[config.mk]
export PLATFORM = sky130hd
export DESIGN_NAME = port0_pin_control_mux
export DESIGN_NICKNAME = d
export VERILOG_FILES = /design/src/design/port0_pkg.sv /design/src/design/pin_cfg_if.sv /design/src/design/port0_sync.sv /design/src/design/port0_pin_decode.sv /design/src/design/port0_pin_control_mux.sv
export SDC_FILE = /design/constraint.sdc
export NUM_CORES = 1
export LEC_CHECK = 0
export BUFFER_PORTS_ARGS = -buffer_cell sky130_fd_sc_hd__buf_2
export CORE_UTILIZATION = 45
export DETAILED_ROUTE_END_ITERATION = 10
export PLACE_DENSITY = 0.69
export SLEW_MARGIN = 0
export SYNTH_ARGS = -nofsm -noshare
export SYNTH_HDL_FRONTEND = slang
export SYNTH_SLANG_ARGS = --single-unit
[constraint.sdc]
create_clock -name mclk -period 1.5 [get_ports mclk]
set_input_delay 0.3 -clock mclk [delete_from_list [all_inputs] [get_ports mclk]]
set_output_delay 0.3 -clock mclk [all_outputs]
set_load 0.01 [all_outputs]
[src/design/port0_pkg.sv]
// shared constants, types and decode functions for the port0 pin block
package port0_pkg;

  localparam int NUM_PINS = 8;
  localparam int LED_PINS = 4;
  localparam int MATRIX_PINS = 9;

  localparam logic [7:0] OFF_DATA_LATCH = 8'h80;
  localparam logic [7:0] OFF_PIN_LEVEL = 8'h81;
  localparam logic [7:0] OFF_OUTPUT_ENABLE = 8'h91;
  localparam logic [7:0] OFF_LCD_BIAS = 8'h92;
  localparam logic [7:0] OFF_ANALOG_SEL = 8'haf;
  localparam logic [7:0] OFF_LED_SCAN = 8'hb1;
  localparam logic [7:0] OFF_LED_MATRIX = 8'hb3;

  localparam logic [7:0] RST_DATA_LATCH = 8'h00;
  localparam logic [7:0] RST_OUTPUT_ENABLE = 8'h00;
  localparam logic [7:0] RST_LCD_BIAS = 8'h00;
  localparam logic [7:0] RST_ANALOG_SEL = 8'h00;
  localparam logic [7:0] RST_LED_SCAN = 8'h04;
  localparam logic [7:0] RST_LED_MATRIX = 8'h00;

  localparam logic [7:0] ANALOG_SEL_MASK = 8'he0;
  localparam int ANALOG_SEL_LSB = 5;
  localparam int ANALOG_SEL_W = 3;
  localparam int LED_DUTY_LSB = 6;
  localparam int MATRIX_EN_BIT = 7;
  localparam int MATRIX_IND_W = 7;

  typedef enum logic [1:0] {
    DUTY_OFF = 2'h0,
    DUTY_1_8 = 2'h1,
    DUTY_1_9 = 2'h2,
    DUTY_1_10 = 2'h3
  } led_duty_e;

  typedef enum logic [5:0] {
    MODE_HIZ = 6'h01,
    MODE_PULLUP = 6'h02,
    MODE_PUSH = 6'h04,
    MODE_LCD = 6'h08,
    MODE_ADC = 6'h10,
    MODE_LED = 6'h20
  } pin_mode_e;

  // lcd and adc outrank the scan engine, which outranks the gpio bits
  function automatic pin_mode_e pin_mode(input logic lcd, input logic adc,
                                         input logic led, input logic oe,
                                         input logic data);
    pin_mode_e m;
    m = MODE_HIZ;
    if (lcd) m = MODE_LCD;
    else if (adc) m = MODE_ADC;
    else if (led) m = MODE_LED;
    else if (oe) m = MODE_PUSH;
    else if (data) m = MODE_PULLUP;
    return m;
  endfunction

  // segment count of the bidirectional scan, zero when off
  function automatic logic [2:0] duty_segments(input led_duty_e d);
    logic [2:0] s;
    s = 3'h0;
    unique case (d)
      DUTY_OFF: s = 3'h0;
      DUTY_1_8: s = 3'h4;
      DUTY_1_9: s = 3'h5;
      DUTY_1_10: s = 3'h6;
    endcase
    return s;
  endfunction

endpackage

[src/design/pin_cfg_if.sv]
// per-pin configuration carried from the register file to the decoder
`timescale 1ns/1ps
interface pin_cfg_if;
  logic [7:0] oe;
  logic [7:0] data;
  logic [7:0] lcd;
  logic [7:0] adc;
  logic [7:0] led;
  logic [7:0] led_out;
  logic [7:0] led_oe;
  modport src (output oe, data, lcd, adc, led, led_out, led_oe);
  modport dst (input oe, data, lcd, adc, led, led_out, led_oe);
endinterface

[src/design/port0_sync.sv]
// two-flop synchronizer for asynchronous pin levels
`timescale 1ns/1ps
module port0_sync #(
  parameter int WIDTH = 8
) (
  input wire logic mclk,
  input wire logic resetn,
  input wire logic [WIDTH-1:0] async_in,
  output logic [WIDTH-1:0] sync_out
);
  logic [WIDTH-1:0] meta_q;
  logic [WIDTH-1:0] stable_q;

  always_ff @(posedge mclk or negedge resetn) begin
    if (!resetn) begin
      meta_q <= '0;
      stable_q <= '0;
    end else begin
      meta_q <= async_in;
      stable_q <= meta_q;
    end
  end

  assign sync_out = stable_q;
endmodule // port0_sync

[src/design/port0_pin_decode.sv]
// combinational per-pin mode decode into pad controls
`timescale 1ns/1ps
module port0_pin_decode (
  pin_cfg_if.dst cfg,
  output logic [7:0] drive_out,
  output logic [7:0] drive_oe,
  output logic [7:0] pull_en,
  output logic [7:0] din_en,
  output logic [7:0] lcd_bias,
  output logic [7:0] analog
);
  port0_pkg::pin_mode_e mode;

  always_comb begin
    drive_out = '0;
    drive_oe = '0;
    pull_en = '0;
    din_en = '0;
    lcd_bias = '0;
    analog = '0;
    mode = port0_pkg::MODE_HIZ;
    for (int i = 0; i < port0_pkg::NUM_PINS; i++) begin
      mode = port0_pkg::pin_mode(cfg.lcd[i], cfg.adc[i], cfg.led[i],
                                 cfg.oe[i], cfg.data[i]);
      unique case (mode)
        port0_pkg::MODE_HIZ: din_en[i] = 1'b1;
        port0_pkg::MODE_PULLUP: begin
          pull_en[i] = 1'b1;
          din_en[i] = 1'b1;
        end
        port0_pkg::MODE_PUSH: begin
          drive_oe[i] = 1'b1;
          drive_out[i] = cfg.data[i];
        end
        port0_pkg::MODE_LCD: lcd_bias[i] = 1'b1;
        port0_pkg::MODE_ADC: analog[i] = 1'b1;
        port0_pkg::MODE_LED: begin
          drive_oe[i] = cfg.led_oe[i];
          drive_out[i] = cfg.led_out[i];
        end
        default: din_en[i] = 1'b1;
      endcase
    end
  end
endmodule // port0_pin_decode

[src/design/port0_pin_control_mux.sv]
// port0 pin control: registers, alternate-function steering, pad outputs
`timescale 1ns/1ps
// Notes on behaviour
// - oe 0, data 0: hi-z, input on
// - oe 0, data 1: pull-up on, input on
// - oe 1: push-pull drive data, input off
// - lcd bias bit forces half-bias output
// - analog select bits 7:5 route pins 7:5
// - lcd and analog outrank output enable
// - duty field 00 off, 1/8, 1/9, 1/10
// - matrix enable turns on matrix pins 0,1
// - bits 6:0 enable matrix pins 2..8
// - alternate use ignores oe and data bits
module port0_pin_control_mux (
  input wire logic mclk,
  input wire logic resetn,
  input wire logic [7:0] reg_addr,
  input wire logic [7:0] reg_wdata,
  input wire logic reg_wr,
  input wire logic reg_rd,
  output logic [7:0] reg_rdata,
  input wire logic [7:0] pin_in,
  output logic [7:0] pin_out,
  output logic [7:0] pin_oe,
  output logic [7:0] pin_pullup_en,
  output logic [7:0] pin_din_en,
  output logic [7:0] pin_lcd_bias_en,
  output logic [7:0] pin_adc_en,
  input wire logic [3:0] led_drv_out,
  input wire logic [3:0] led_drv_oe,
  output logic [1:0] led_bidir_duty_select,
  output logic [2:0] led_bidir_segments,
  output logic led_matrix_enable,
  output logic [8:0] led_matrix_pins_en,
  output logic [7:0] pin_level
);

  // ---------------- register file ----------------
  logic [7:0] data_latch_q, data_latch_d;
  logic [7:0] output_enable_q, output_enable_d;
  logic [7:0] lcd_bias_q, lcd_bias_d;
  logic [7:0] analog_sel_q, analog_sel_d;
  logic [7:0] led_scan_q, led_scan_d;
  logic [7:0] led_matrix_q, led_matrix_d;

  always_comb begin
    data_latch_d = data_latch_q;
    output_enable_d = output_enable_q;
    lcd_bias_d = lcd_bias_q;
    analog_sel_d = analog_sel_q;
    led_scan_d = led_scan_q;
    led_matrix_d = led_matrix_q;
    if (reg_wr) begin
      unique case (reg_addr)
        port0_pkg::OFF_DATA_LATCH: data_latch_d = reg_wdata;
        port0_pkg::OFF_OUTPUT_ENABLE: output_enable_d = reg_wdata;
        port0_pkg::OFF_LCD_BIAS: lcd_bias_d = reg_wdata;
        // only the three select bits exist; the rest stay zero
        port0_pkg::OFF_ANALOG_SEL:
          analog_sel_d = reg_wdata & port0_pkg::ANALOG_SEL_MASK;
        port0_pkg::OFF_LED_SCAN: led_scan_d = reg_wdata;
        port0_pkg::OFF_LED_MATRIX: led_matrix_d = reg_wdata;
        default: data_latch_d = data_latch_q;
      endcase
    end
  end

  always_ff @(posedge mclk or negedge resetn) begin
    if (!resetn) begin
      data_latch_q <= port0_pkg::RST_DATA_LATCH;
      output_enable_q <= port0_pkg::RST_OUTPUT_ENABLE;
      lcd_bias_q <= port0_pkg::RST_LCD_BIAS;
      analog_sel_q <= port0_pkg::RST_ANALOG_SEL;
      led_scan_q <= port0_pkg::RST_LED_SCAN;
      led_matrix_q <= port0_pkg::RST_LED_MATRIX;
    end else begin
      data_latch_q <= data_latch_d;
      output_enable_q <= output_enable_d;
      lcd_bias_q <= lcd_bias_d;
      analog_sel_q <= analog_sel_d;
      led_scan_q <= led_scan_d;
      led_matrix_q <= led_matrix_d;
    end
  end

  // ---------------- led mode decode ----------------
  port0_pkg::led_duty_e duty;
  logic bidir_on;
  logic matrix_on;
  logic [8:0] matrix_pins;
  logic [7:0] led_claim;
  logic [7:0] analog_pins;

  always_comb begin
    duty = port0_pkg::led_duty_e'(led_scan_q[port0_pkg::LED_DUTY_LSB +: 2]);
    bidir_on = (duty != port0_pkg::DUTY_OFF);
    matrix_on = led_matrix_q[port0_pkg::MATRIX_EN_BIT];
    // individual enables only count while matrix mode is on
    matrix_pins = {led_matrix_q[port0_pkg::MATRIX_IND_W-1:0]
                   & {port0_pkg::MATRIX_IND_W{matrix_on}},
                   matrix_on, matrix_on};
    led_claim = '0;
    for (int i = 0; i < port0_pkg::LED_PINS; i++) begin
      led_claim[i] = bidir_on | matrix_pins[i];
    end
    analog_pins = '0;
    analog_pins[port0_pkg::ANALOG_SEL_LSB +: port0_pkg::ANALOG_SEL_W] =
      analog_sel_q[port0_pkg::ANALOG_SEL_LSB +: port0_pkg::ANALOG_SEL_W];
  end

  // ---------------- per-pin decode ----------------
  pin_cfg_if cfg ();

  assign cfg.oe = output_enable_q;
  assign cfg.data = data_latch_q;
  assign cfg.lcd = lcd_bias_q;
  assign cfg.adc = analog_pins;
  assign cfg.led = led_claim;
  assign cfg.led_out = {4'h0, led_drv_out};
  assign cfg.led_oe = {4'h0, led_drv_oe};

  logic [7:0] drive_out;
  logic [7:0] drive_oe;
  logic [7:0] pull_en;
  logic [7:0] din_en;
  logic [7:0] lcd_bias;
  logic [7:0] analog;

  port0_pin_decode u_decode (
    .cfg(cfg),
    .drive_out(drive_out),
    .drive_oe(drive_oe),
    .pull_en(pull_en),
    .din_en(din_en),
    .lcd_bias(lcd_bias),
    .analog(analog)
  );

  // ---------------- input synchronizer ----------------
  logic [7:0] pin_sync;

  port0_sync #(
    .WIDTH(port0_pkg::NUM_PINS)
  ) u_sync (
    .mclk(mclk),
    .resetn(resetn),
    .async_in(pin_in),
    .sync_out(pin_sync)
  );

  // ---------------- registered pad and status outputs ----------------
  logic [7:0] pin_out_q, pin_oe_q, pullup_q, din_en_q;
  logic [7:0] lcd_q, adc_q, level_q, level_d;
  logic [1:0] duty_q;
  logic [2:0] segs_q, segs_d;
  logic matrix_q;
  logic [8:0] matrix_pins_q;

  // a pin whose input path is off reads zero, not a stale level
  always_comb begin
    level_d = pin_sync & din_en_q;
    segs_d = port0_pkg::duty_segments(duty);
  end

  always_ff @(posedge mclk or negedge resetn) begin
    if (!resetn) begin
      pin_out_q <= '0;
      pin_oe_q <= '0;
      pullup_q <= '0;
      din_en_q <= 8'hff;
      lcd_q <= '0;
      adc_q <= '0;
      level_q <= '0;
      duty_q <= '0;
      segs_q <= '0;
      matrix_q <= 1'b0;
      matrix_pins_q <= '0;
    end else begin
      pin_out_q <= drive_out;
      pin_oe_q <= drive_oe;
      pullup_q <= pull_en;
      din_en_q <= din_en;
      lcd_q <= lcd_bias;
      adc_q <= analog;
      level_q <= level_d;
      duty_q <= duty;
      segs_q <= segs_d;
      matrix_q <= matrix_on;
      matrix_pins_q <= matrix_pins;
    end
  end

  assign pin_out = pin_out_q;
  assign pin_oe = pin_oe_q;
  assign pin_pullup_en = pullup_q;
  assign pin_din_en = din_en_q;
  assign pin_lcd_bias_en = lcd_q;
  assign pin_adc_en = adc_q;
  assign pin_level = level_q;
  assign led_bidir_duty_select = duty_q;
  assign led_bidir_segments = segs_q;
  assign led_matrix_enable = matrix_q;
  assign led_matrix_pins_en = matrix_pins_q;

  // ---------------- read port ----------------
  logic [7:0] rdata_q, rdata_d;

  // data is valid only in the cycle after the read strobe
  always_comb begin
    rdata_d = 8'h00;
    if (reg_rd) begin
      unique case (reg_addr)
        port0_pkg::OFF_DATA_LATCH: rdata_d = data_latch_q;
        port0_pkg::OFF_PIN_LEVEL: rdata_d = level_q;
        port0_pkg::OFF_OUTPUT_ENABLE: rdata_d = output_enable_q;
        port0_pkg::OFF_LCD_BIAS: rdata_d = lcd_bias_q;
        port0_pkg::OFF_ANALOG_SEL: rdata_d = analog_sel_q;
        port0_pkg::OFF_LED_SCAN: rdata_d = led_scan_q;
        port0_pkg::OFF_LED_MATRIX: rdata_d = led_matrix_q;
        default: rdata_d = 8'h00;
      endcase
    end
  end

  always_ff @(posedge mclk or negedge resetn) begin
    if (!resetn) begin
      rdata_q <= 8'h00;
    end else begin
      rdata_q <= rdata_d;
    end
  end

  assign reg_rdata = rdata_q;

endmodule // port0_pin_control_mux

==> reports/metrics.csv <==
stage;metric;value;unit
yosys;synth.area.top_cells;dfrtp_1 62%, mux2_2 9.9%, dfstp_2 4.8%, and2_1 3.4%, buf_4 1.5%;
yosys;synth_top_family_by_area;simple AND/OR/NAND/NOR gates;
die;start_util;0.468;
detailed_routing;routed_via_density;4.95;
placement;gp_congestion;0.885;
yosys;synth_fa_ha_area_frac;0;
yosys;synth_edf_count;0;
sta;setup_violations;0;
setup_path;start_kind;register;
placement;io_buffers;109;
sta;final-max-slew-violation-count;0;
detailed_routing;drc;0;
global_routing;grt_pass1_vias;3339;
setup_path;cp_cell_sequence;buf_6;
clocking;postCtsSetupBuffers;0;
final_layout;nets;555;
clocking;clkLatencyLatePin;0.52;ns
die;rows;37;
final_layout;drive_gt1_frac;0.480;
yosys;synth-compound-area-share;0.0531;
die;core-area;10500;um^2
yosys;syn-cell-area;4900;um^2
clocking;clock_path_buffers;2;
sta;grt_setup_unrepaired;false;
final_layout;nFillCells;842;
setup_path;cpLargestDelayFamily;flip-flops;
yosys;yosysMostFrequentCell;dfrtp_1;
setup_path;critical_path_buf_inv_count;1;
setup_path;startpoint;pin_din_en[5];
yosys;synthFlopType;dfrtp_1;
detailed_routing;drtPass1Iterations;5;
setup_path;rr_startpoint;led_scan_q[7];
clocking;cts_root_buf;clkbuf_8;
power;ir_drop;0.000790;V
yosys;synth_simple_gate_area_frac;0.134;
setup_path;path_class;reg2out;
yosys;ys_seq_area_frac;0.671;
global_routing;grt_first_pass_wirelength;17800;um
power;p_per_area;1280;nW/um^2
global_routing;track_usage;0.218;
placement;dp_hpwl;7780;um
clocking;htreeDepth;4;
yosys;async_flop_share;1.00;
global_routing;grt_max_degree;96;
yosys;syn_avg_cell_area;13.9;um^2
yosys;yosysWarnings;0;
detailed_routing;drt_iter0_drc;139;
setup_path;max_stage_delay;0.54;ns
sta;post-route-period-util;0.968;
final_layout;synthToLayoutAreaGrowth;35.9;%
sta;max_freq;688;MHz
detailed_routing;ant_nets;0;
yosys;synthDominantCellAreaShare;0.623;
clocking;numCtsBuffers;17;
setup_path;crit_fanout;2;
power;p_total;8540;uW
global_routing;antenna_found_initial;0;
yosys;ys_types;39;
sta;fin_crit;1.45;ns
run_status;status;finished clean;
sta;hold_viol_final;0;
die;dieArea;11300;um^2
yosys;synthMuxAreaShare;0.113;
final_layout;final_util;0.636;
worst_hold_path;min_path_type;in2reg;
flow_run;cap_viol_max_count;0;
setup_path;required;1.20;ns
yosys;synthXorXnorAreaFrac;0;
sta;clock_skew;0.00637;ns
die;dieWidth;106;um
power;leakagePower;0.00343;uW
clocking;cts_tree;built;
yosys;syn_inst;353;
setup_path;critPathCaptureType;primary output;
yosys;synth_top_cell_by_area;dfrtp_1;
die;num_io_pins;115;
detailed_routing;vias;3306;
die;die_h;106;um
yosys;synthTopCellsByCount;122 x dfrtp_1, 43 x mux2_2, 27 x and2_1;
yosys;ys_ff_latch;131;
clocking;cts.sink_count;131;
global_routing;grt.overflow.total;0;
detailed_routing;wire_per_inst;17.0;um
worst_hold_path;hold_start;led_drv_oe[2];
clocking;clkSlewWorstSetupHoldPaths;0.06;ns
setup_path;arrival;1.15;ns
setup_path;slowest_stage;dfstp_2;
detailed_routing;routed_wl;11400;um
[per-layer routing]
| metal | vias to the layer above | GRT usage | part of all wire |
|---|---|---|---|
| li1 | 1548 | - | - |
| met1 | 1633 | 0.297 | 0.44 |
| met2 | 117 | 0.334 | 0.48 |
| met3 | 8 | 0.0613 | 0.063 |
| met4 | 0 | 0.0744 | 0.012 |
| met5 | - | 0 | 0 |
[power breakdown]
group	switching, uW	internal (uW)
combinational	350	340
clock	1410	2570
sequential	121	3750
[layout make-up]
class | count | area [um^2] | area share
sequential | 131 | 3290 | 0.494
multi-input combinational | 201 | 1540 | 0.231
timing repair buffer | 166 | 1070 | 0.161
clock buffer | 26 | 498 | 0.0748
tap | 136 | 170 | 0.0256
clock inverter | 5 | 75.1 | 0.0113
inverter | 2 | 7.51 | 0.00113
antenna | 1 | 2.50 | 0.000376
[cell families after synthesis]
| family | count (synthesis) |
|---|---|
| other cells | 1 |
| compound gates | 36 |
| simple gates | 110 |
| mux | 50 |
| buf+inv | 25 |
| flops | 131 |
[layout by cell type, fill, tap and decap left out, types with 4 or more instances in the layout]
cell type | synthesis | routed
dlygate4sd3_1 | 0 | 14
a21oi_1 | 14 | 14
conb_1 | 1 | 5
a22oi_1 | 8 | 8
buf_6 | 0 | 6
nor3_4 | 3 | 4
mux2i_1 | 7 | 7
clkbuf_16 | 0 | 16
nor2_1 | 20 | 20
buf_4 | 10 | 42
nand2_1 | 16 | 14
dfstp_2 | 9 | 9
nor2b_1 | 9 | 7
mux2_2 | 43 | 43
nand3_1 | 4 | 4
clkbuf_1 | 11 | 4
and2_1 | 27 | 27
clkbuf_8 | 0 | 6
buf_2 | 2 | 102
dfrtp_1 | 122 | 122
nand2_2 | 2 | 4
nor3_2 | 0 | 4
a221oi_1 | 6 | 6
[path summary, 6_finish.rpt]
kind	to	slack [ns]	cells past startpoint
max	pin_din_en[5]	0.05	1
min	pin_oe[2]	0.04	3
max reg2reg	pin_out[0]	0.06	5
min reg2reg	u_sync.sync_out[6]	0.35	0
max in group asynchronous	pin_din_en[5]	0.72	3
min in group asynchronous	pin_lcd_bias_en[7]	0.38	3
[metrics by stage]
stage / area, um^2 / instances / worst slack (ns) / setup TNS [ns] / hold slack (ns)
final: 6660 / 668 / 0.0474 / 0 / 0.0366
after global routing: 6650 / 667 / 0.00261 / 0 / 0.0290
after CTS: 6580 / 666 / 0.00531 / 0 / 0.00364
after detailed placement: 5870 / 622 / -0.260 / -9.95 / 0.336
after global placement: 5870 / 622 / -0.246 / -9.54 / 0.333
after floorplan: 4930 / 357 / -0.130 / -3.03 / 0.00441
[repair_timing]
item / CTS / global route
setup endpoints to repair: 2 / 9
cloned: 0 / 0
resized for setup: 1 / 12
hold endpoints to repair: 134 / 1
hold buffers: 13 / 1
(Power assumes the default switching activity.)
